--- config.mk ---
export PLATFORM = sky130hd
export DESIGN_NAME = table_access_unit
export DESIGN_NICKNAME = d
export VERILOG_FILES = /design/src/logic/table_access_pkg.sv /design/src/logic/table_access_unit.sv
export VERILOG_INCLUDE_DIRS = /design/src /design/src/logic
export SDC_FILE = /design/constraint.sdc
export NUM_CORES = 1
export LEC_CHECK = 0
export BUFFER_PORTS_ARGS = -buffer_cell sky130_fd_sc_hd__buf_2
export CORE_MARGIN = 2
export CORE_UTILIZATION = 45
export DETAILED_ROUTE_END_ITERATION = 16
export GPL_TIMING_DRIVEN = 0
export HOLD_SLACK_MARGIN = 0.15
export PLACE_DENSITY = 0.72
export SYNTH_ARGS = -nofsm -noshare
export SYNTH_HDL_FRONTEND = slang
export SYNTH_SLANG_ARGS = --single-unit
--- constraint.sdc ---
create_clock -name clk_i -period 6.4 [get_ports clk_i]
set_input_delay 1.28 -clock clk_i [delete_from_list [all_inputs] [get_ports clk_i]]
set_output_delay 1.28 -clock clk_i [all_outputs]
set_load 0.005 [all_outputs]
--- src/logic/table_access_params.svh ---
// Constants for the table access unit: opcode patterns, reset values, widths.
// Assumes inclusion by bare name from the package and the design module.
`ifndef TABLE_ACCESS_PARAMS_SVH
`define TABLE_ACCESS_PARAMS_SVH
`define TA_PTR_W        21
`define TA_DATA_W       8
`define TA_OP_W         16
`define TA_HOLD_SEL_W   3
`define TA_HOLD_N       8
`define TA_READ_OP      16'h0008
`define TA_WRITE_OP     16'h000C
`define TA_OP_MASK      16'hFFFC
`define TA_MODE_MSB     1
`define TA_PTR_RESET    21'h00_0000
`define TA_LATCH_RESET  8'h00
`define TA_PTR_ONE      21'h00_0001
`define TA_BYTE_SEL_BIT 0
`endif

--- src/logic/table_access_pkg.sv ---
// Types for the table access unit.
// Assumes table_access_params.svh is on the include path.
`include "table_access_params.svh"
package table_access_pkg;
    typedef enum logic [1:0] {
        PTR_KEEP,
        PTR_POST_INC,
        PTR_POST_DEC,
        PTR_PRE_INC
    } ptr_mode_t;
    typedef enum logic [2:0] {
        PH_Q1,
        PH_Q2,
        PH_Q3,
        PH_Q4
    } phase_t;
endpackage

--- src/logic/table_access_unit.sv ---
// Table read and table write execution logic of a core.
// Assumes q-phase strobes from the core sequencer, one of q1..q4 per clock,
// an opcode presented with q1 of an instruction's first cycle, and program
// memory data valid by q4 of the second cycle.
//
// Notes on behaviour
// - Write mode 0 stores latch, pointer unchanged.
// - Write post-increment: store, then pointer plus one.
// - Write post-decrement: store, then pointer minus one.
// - Write pre-increment: bump pointer, then store.
// - Decode write opcode; low two bits give mode.
// - Pointer low three bits pick holding register.
// - Table write touches no status flags.
// - Read cycle one decodes in q1, otherwise idle.
// - Read cycle two: memory read q2, latch q4.
// - Memory read strobe separate from latch update.
// - Read post-increment: old address, pointer plus one.
// - Read pre-increment: bump first, read new address.
// - Pointer is 21-bit byte address, 2 Mbyte.
// - Pointer bit zero picks low or high byte.
`timescale 1ns/1ns
`include "table_access_params.svh"
module table_access_unit #(
    parameter int PTR_W  = `TA_PTR_W,
    parameter int DATA_W = `TA_DATA_W,
    parameter int HOLD_N = `TA_HOLD_N
) (
    input  wire logic                 clk_i,         // Core clock, 250 MHz
    input  wire logic                 rst_n_i,       // Async reset, active low
    input  wire logic                 q1_i,          // Phase q1 strobe
    input  wire logic                 q2_i,          // Phase q2 strobe
    input  wire logic                 q4_i,          // Phase q4 strobe
    input  wire logic                 op_valid_i,    // Opcode presented this q1
    input  wire logic [`TA_OP_W-1:0]  opcode_i,      // Instruction word
    input  wire logic [DATA_W-1:0]    mem_rdata_i,   // Program memory word byte
    input  wire logic                 ptr_load_i,    // Software loads pointer
    input  wire logic [PTR_W-1:0]     ptr_wdata_i,   // Pointer load value
    input  wire logic                 latch_load_i,  // Software loads latch
    input  wire logic [DATA_W-1:0]    latch_wdata_i, // Latch load value
    output logic      [PTR_W-1:0]     byte_pointer_o,   // Table pointer
    output logic      [DATA_W-1:0]    transfer_latch_o, // Table latch
    output logic                      mem_rd_o,         // Memory read, one cycle
    output logic      [PTR_W-1:0]     mem_addr_o,       // Byte address read
    output logic                      hi_byte_o,        // High byte selected
    output logic      [HOLD_N*DATA_W-1:0] holding_o,    // Holding registers
    output logic                      busy_o            // Second cycle active
);
    localparam int SEL_W = $clog2(HOLD_N);

    logic [PTR_W-1:0]          byte_pointer;
    logic [PTR_W-1:0]          next_byte_pointer;
    logic [DATA_W-1:0]         transfer_latch;
    logic [DATA_W-1:0]         next_transfer_latch;
    logic [DATA_W-1:0]         hold [HOLD_N];
    logic                      mem_rd;
    logic                      next_mem_rd;
    logic [PTR_W-1:0]          mem_addr;
    logic [PTR_W-1:0]          next_mem_addr;
    logic                      in_second;
    logic                      next_in_second;
    logic                      is_write;
    logic                      next_is_write;
    table_access_pkg::ptr_mode_t mode;
    table_access_pkg::ptr_mode_t next_mode;

    logic                      dec_read;
    logic                      dec_write;
    logic [PTR_W-1:0]          ptr_inc;
    logic [PTR_W-1:0]          ptr_dec;
    logic [PTR_W-1:0]          ptr_use;
    logic [SEL_W-1:0]          sel;
    logic                      op_take;
    logic                      rd_step;
    logic                      end_step;

    // Q1 decode only; q2..q4 of the first cycle do nothing
    assign dec_read  = q1_i && op_valid_i
                     && ((opcode_i & `TA_OP_MASK) == `TA_READ_OP);
    assign dec_write = q1_i && op_valid_i
                     && ((opcode_i & `TA_OP_MASK) == `TA_WRITE_OP);

    // Wraps naturally at the pointer width
    assign ptr_inc = byte_pointer + PTR_W'(`TA_PTR_ONE);
    assign ptr_dec = byte_pointer - PTR_W'(`TA_PTR_ONE);
    // Pre-increment works on the advanced pointer
    assign ptr_use = (mode == table_access_pkg::PTR_PRE_INC) ? ptr_inc : byte_pointer;
    assign sel     = ptr_use[SEL_W-1:0];

    // A new opcode while an op runs is ignored, not queued
    assign op_take  = !in_second && (dec_read || dec_write);
    // Read strobe in q2, kept apart from the q4 latch load
    assign rd_step  = in_second && q2_i && !is_write;
    // Q2 read step takes priority should q2 and q4 ever coincide
    assign end_step = in_second && q4_i && !rd_step;

    // Sequencing: mode and write flag are captured at decode and held
    always_comb begin
        next_in_second = in_second;
        next_is_write  = is_write;
        next_mode      = mode;
        if (op_take) begin
            // Mode field is the lowest two opcode bits
            next_mode      = table_access_pkg::ptr_mode_t'(opcode_i[`TA_MODE_MSB:0]);
            next_is_write  = dec_write;
            next_in_second = 1'b1;
        end else if (end_step) begin
            next_in_second = 1'b0;
        end
    end

    always_ff @(posedge clk_i or negedge rst_n_i) begin
        if (!rst_n_i) begin
            in_second <= 1'b0;
            is_write  <= 1'b0;
            mode      <= table_access_pkg::PTR_KEEP;
        end else begin
            in_second <= next_in_second;
            is_write  <= next_is_write;
            mode      <= next_mode;
        end
    end

    // Pointer: a software load in the op's final q4 loses to the op
    always_comb begin
        next_byte_pointer = byte_pointer;
        if (ptr_load_i) begin
            next_byte_pointer = ptr_wdata_i;
        end
        if (end_step) begin
            unique case (mode)
                table_access_pkg::PTR_KEEP: begin
                    next_byte_pointer = byte_pointer;
                end
                table_access_pkg::PTR_POST_INC: begin
                    next_byte_pointer = ptr_inc;
                end
                table_access_pkg::PTR_POST_DEC: begin
                    next_byte_pointer = ptr_dec;
                end
                table_access_pkg::PTR_PRE_INC: begin
                    next_byte_pointer = ptr_inc;
                end
            endcase
        end
    end

    always_ff @(posedge clk_i or negedge rst_n_i) begin
        if (!rst_n_i) begin
            byte_pointer <= `TA_PTR_RESET;
        end else begin
            byte_pointer <= next_byte_pointer;
        end
    end

    // Latch: filled from memory only at the end of a read
    always_comb begin
        next_transfer_latch = transfer_latch;
        if (latch_load_i) begin
            next_transfer_latch = latch_wdata_i;
        end
        if (end_step && !is_write) begin
            next_transfer_latch = mem_rdata_i;
        end
    end

    always_ff @(posedge clk_i or negedge rst_n_i) begin
        if (!rst_n_i) begin
            transfer_latch <= `TA_LATCH_RESET;
        end else begin
            transfer_latch <= next_transfer_latch;
        end
    end

    // Memory read port: strobe lasts one cycle, address holds after it
    always_comb begin
        next_mem_rd   = 1'b0;
        next_mem_addr = mem_addr;
        if (rd_step) begin
            next_mem_rd   = 1'b1;
            next_mem_addr = ptr_use;
        end
    end

    always_ff @(posedge clk_i or negedge rst_n_i) begin
        if (!rst_n_i) begin
            mem_rd   <= 1'b0;
            mem_addr <= `TA_PTR_RESET;
        end else begin
            mem_rd   <= next_mem_rd;
            mem_addr <= next_mem_addr;
        end
    end

    assign byte_pointer_o   = byte_pointer;
    assign transfer_latch_o = transfer_latch;
    assign mem_rd_o         = mem_rd;
    assign mem_addr_o       = mem_addr;
    // Byte lane of the program word
    assign hi_byte_o        = mem_addr[`TA_BYTE_SEL_BIT];
    assign busy_o           = in_second;

    // Holding registers: one flop group each, only the selected one moves
    genvar g;
    generate
        for (g = 0; g < HOLD_N; g++) begin : g_hold
            logic [DATA_W-1:0] next_hold_g;

            always_comb begin
                next_hold_g = hold[g];
                // Only holding register and pointer change, no flags
                if (end_step && is_write && (sel == SEL_W'(g))) begin
                    next_hold_g = transfer_latch;
                end
            end

            always_ff @(posedge clk_i or negedge rst_n_i) begin
                if (!rst_n_i) begin
                    hold[g] <= `TA_LATCH_RESET;
                end else begin
                    hold[g] <= next_hold_g;
                end
            end

            assign holding_o[g*DATA_W +: DATA_W] = hold[g];
        end
    endgenerate
endmodule

==> key figures <==
Status
  • Status: complete, no violations

Yosys
  • Cell Area, Synth: 5804 sq um
  • Main combinational cell family by area after synthesis: simple AND/OR/NAND/NOR gates
  • Post-synthesis simple-gate area fraction: 15.07%
  • Post-Syn Area per Cell: roughly 11 sq um
  • Compound-Gate Fraction of Synth Area: 11.71%
  • Netlist cell types: 53
  • Register area share after synthesis: 51.30%
  • Synth Instances: between 500 and 600
  • Post-synth ARST share: 100.0%
  • Synthesized Nets: 609
  • Post-synthesis xor/xnor area fraction: 3.471%
  • Ys Warns: 0
  • #FFs+latches synth: 119
  • Post-Synth Adder-Cell Area: less than 1%
  • EDFF count, synth: 0
  • Mux share of post-synthesis cell area: 14.70%
  • Most used flip-flop cell after synthesis: dfrtp_1

CTS
  • PostCTS Resize Cnt: 0
  • CTS Sinks: 119
  • Max clock buf depth: 2
  • Total setup buffers inserted after CTS: 0
  • Cts hold-fix bufs: 0
  • Latest clock arrival within the worst-skew pair: between 0.4 and 0.5 ns
  • CTS tree: done
  • Cts bufs inserted: 17
  • Clock transition at path regs: 0.06 ns
  • CTS Root Cell: clkbuf_16
  • H-tree Lvls: 4

STA
  • Clock Skew: 0.009781 ns
  • RSZ-0062 raised after global routing: false
  • # setup viols final: 0
  • Sum Neg Setup Slack: 0 ns
  • Final Slew Violations: 0
  • Slew at the pin with the worst max-slew slack: approximately 1.3 ns
  • Slew HR: 13.45%
  • Worst Setup Slack, final: 3.382 ns
  • Endpoints failing hold: 0
  • Max Clock Freq: between 0.3 and 0.4 GHz
  • Hold WS: 0.4731 ns
  • Final min period: 3.018 ns
  • Final period util: 47.15%

Pwr
  • Pint: 1.440 mW
  • Clock power share: 49.4%
  • Share of power burned in combinational logic: around 8.7%
  • Sw Ratio: between 20% and 30%
  • Leak: 3.733 nW
  • Power Dens Cells: 254.7 nW/um^2
  • Max IR drop VDD: 0.2088 mV
  • Final Power: 1.916 mW
  • Reg power frac: 41.9%
  • Switching Power: 0.4756 mW

Worst hold path
  • Hold Path End: mem_addr_o[2]
  • Class of the worst hold path: reg2reg
  • Worst hold stages: 2
  • Min-delay src: mem_addr_o[2]

Setup path
  • Crit-path slowest cell: a21oi_1
  • Max stage delay on crit path: 0.51 ns
  • CP Capture Type: register
  • CP Max Fanout: 10
  • WP data arrival: 3.29 ns
  • CP cell instances: buf_2, nor2b_1, or2_2, clkbuf_1, a21oi_1, clkbuf_1, a21oi_1, a2bb2oi_1
  • Reg2Reg Launch Point: byte_pointer_o[0]
  • Startpoint Class: primary input
  • CP Data Required Time: 6.67 ns
  • Reg-to-reg slack, setup: between 3 and 4 ns
  • WP buf/inv: 3
  • Worst reg2reg path depth: 9
  • Top cell family by delay on the critical path: buffers and inverters
  • Critical path type: in2reg
  • R2R Path End: byte_pointer_o[20]

Drt
  • Via Count: 5,172
  • DR WL/cell: 18.70 microns
  • DRT antenna net count: 0
  • DRT iter0 DRCs: 353
  • Remaining DRCs: 0
  • Via density: 5.585
  • DRT Pass-1 Iters: 4
  • DRT Wirelength: between 15 and 20 mm

Global route
  • Total GRT Usage: 25.68%
  • Pin count of the biggest net entering global routing: 72
  • Vias in the first global route: just over 5,000
  • First-pass GRT wire length: 27.86 mm
  • Congestion Overflow GR: 0
  • Antenna violations before repair: 0

Finish
  • Share of layout cells above drive strength 1: about two fifths
  • Area Growth Syn to Fin: 29.58%
  • Final Non-Filler Cells: 926
  • Final #Nets: approximately 810
  • Ant diodes: 0

Die
  • Chip Width: about 120 microns
  • Chip height: 117.6 microns
  • Core Area: roughly 13,000 sq um
  • Die Area: 13,820 sq um
  • Site Rows: 41
  • Initial core utilization: between 40% and 50%
  • IO Pins: roughly 180

Placed design
  • Dpl hpwl: 12.84 mm
  • Gpl congestion: 0.9576
  • DP Cell Count: between 800 and 900
  • Pre-CTS setup slack: roughly 3.0 ns
  • I/O Buffers: 176

Job
  • Max cap viols: 0
-- through the flow --
| stage | instance area, sq um | utilization [%] |
|---|---|---|
| finish | 7521 | 59.60 |
| global route | 7521 | 59.60 |
| CTS | 7521 | 59.60 |
| detailed placement | 6930 | 54.92 |
| global placement | 6900 | 54.68 |
| floorplan | 5804 | - |
-- power groups by stage --
stage,combinational (mW),sequential (mW),clock [mW]
floorplan,0.0845,0.804,0
global placement,0.159,0.815,0
detailed placement,0.165,0.815,0
CTS,0.166,0.802,0.959
global route,0.184,0.806,0.995
finish,0.166,0.803,0.946
-- logic make-up (layout without fill, tap and decap cells) --
group / Yosys count / count (layout)
DFF: 119 / 119
adders and majority gates: 2 / 2
buffers and inverters: 46 / 254
AOI/OAI and AO/OA: 108 / 108
muxes: 77 / 77
xor gates and xnor gates: 23 / 23
and+or+nand+nor: 171 / 171
-- metal layers --
layer | global-route usage [%] | wire [microns] | up-vias
met3 | 6.250 | 1129 | 30
met4 | 8.961 | 388 | 0
met2 | 40.24 | 8223 | 209
li1 | - | - | 2394
met5 | 0 | 0 | -
met1 | 34.98 | 7572 | 2539
-- synthesized netlist by cell type (4+ instances only) --
cell	number	area, sq um
dfrtp_1	119	2978
mux2_2	66	743.2
nand2_1	57	214.0
o21ai_0	37	185.2
clkbuf_1	35	131.4
a21oi_1	24	120.1
nand3_1	20	100.1
nor2_1	20	75.07
nand4_1	15	93.84
nor3_1	14	70.07
xor2_1	14	122.6
o22ai_1	13	81.33
mux2i_1	11	110.1
nor4_1	9	56.30
xnor2_1	9	78.83
a2bb2oi_1	8	70.07
and3_1	6	37.54
inv_1	6	22.52
or3_1	6	37.54
or2_2	4	25.02
or4_1	4	30.03
-- state kept, by name, indices dropped and copies added, names as in the netlist --
name,count
busy_o,1
mem_addr_o,21
holding_o,64
mem_rd_o,1
transfer_latch_o,8
byte_pointer_o,21
mode,2
is_write,1
-- worst max path at each step --
stage                     cells past startpoint                 end  slack [ns]         start
final                                         8  byte_pointer_o[14]        3.38          q2_i
after global routing                          8  byte_pointer_o[14]        3.15          q2_i
after CTS                                     8  byte_pointer_o[15]        3.44          q2_i
after detailed placement                      8  byte_pointer_o[15]        3.00          q2_i
after global placement                        1       holding_o[28]        2.70       rst_n_i
after floorplan                               6             mode[0]        3.45  opcode_i[11]
-- cell type report --
cell class | count | area [sq um]
Sequential cell | 119 | 2978
Clock inverter | 10 | 120.1
Multi-Input combinational cell | 381 | 2634
Fill cell | 1098 | 5099
Timing Repair Buffer | 177 | 910.9
Buffer | 40 | 170.2
Tap cell | 172 | 215.2
Clock buffer | 21 | 470.5
Inverter | 6 | 22.52
-- tightest hold or removal path, delay by kind of cell (launching register included) --
kind,cells,cell delay [ns]
and+or+nand+nor,1,0.05
DFF,1,0.33
AOI/OAI and AO/OA,1,0.06
-- layout by cell type, fill, tap and decap left out, types with 15 or more instances in the layout --
cell / instances
nand3_1: 20
a21oi_1: 24
clkbuf_1: 36
dfrtp_1: 119
mux2_2: 66
nand2_1: 57
nor2_1: 20
clkbuf_16: 17
o21ai_0: 37
buf_2: 176
nand4_1: 15
No activity file was read; power rests on OpenSTA's default activity.
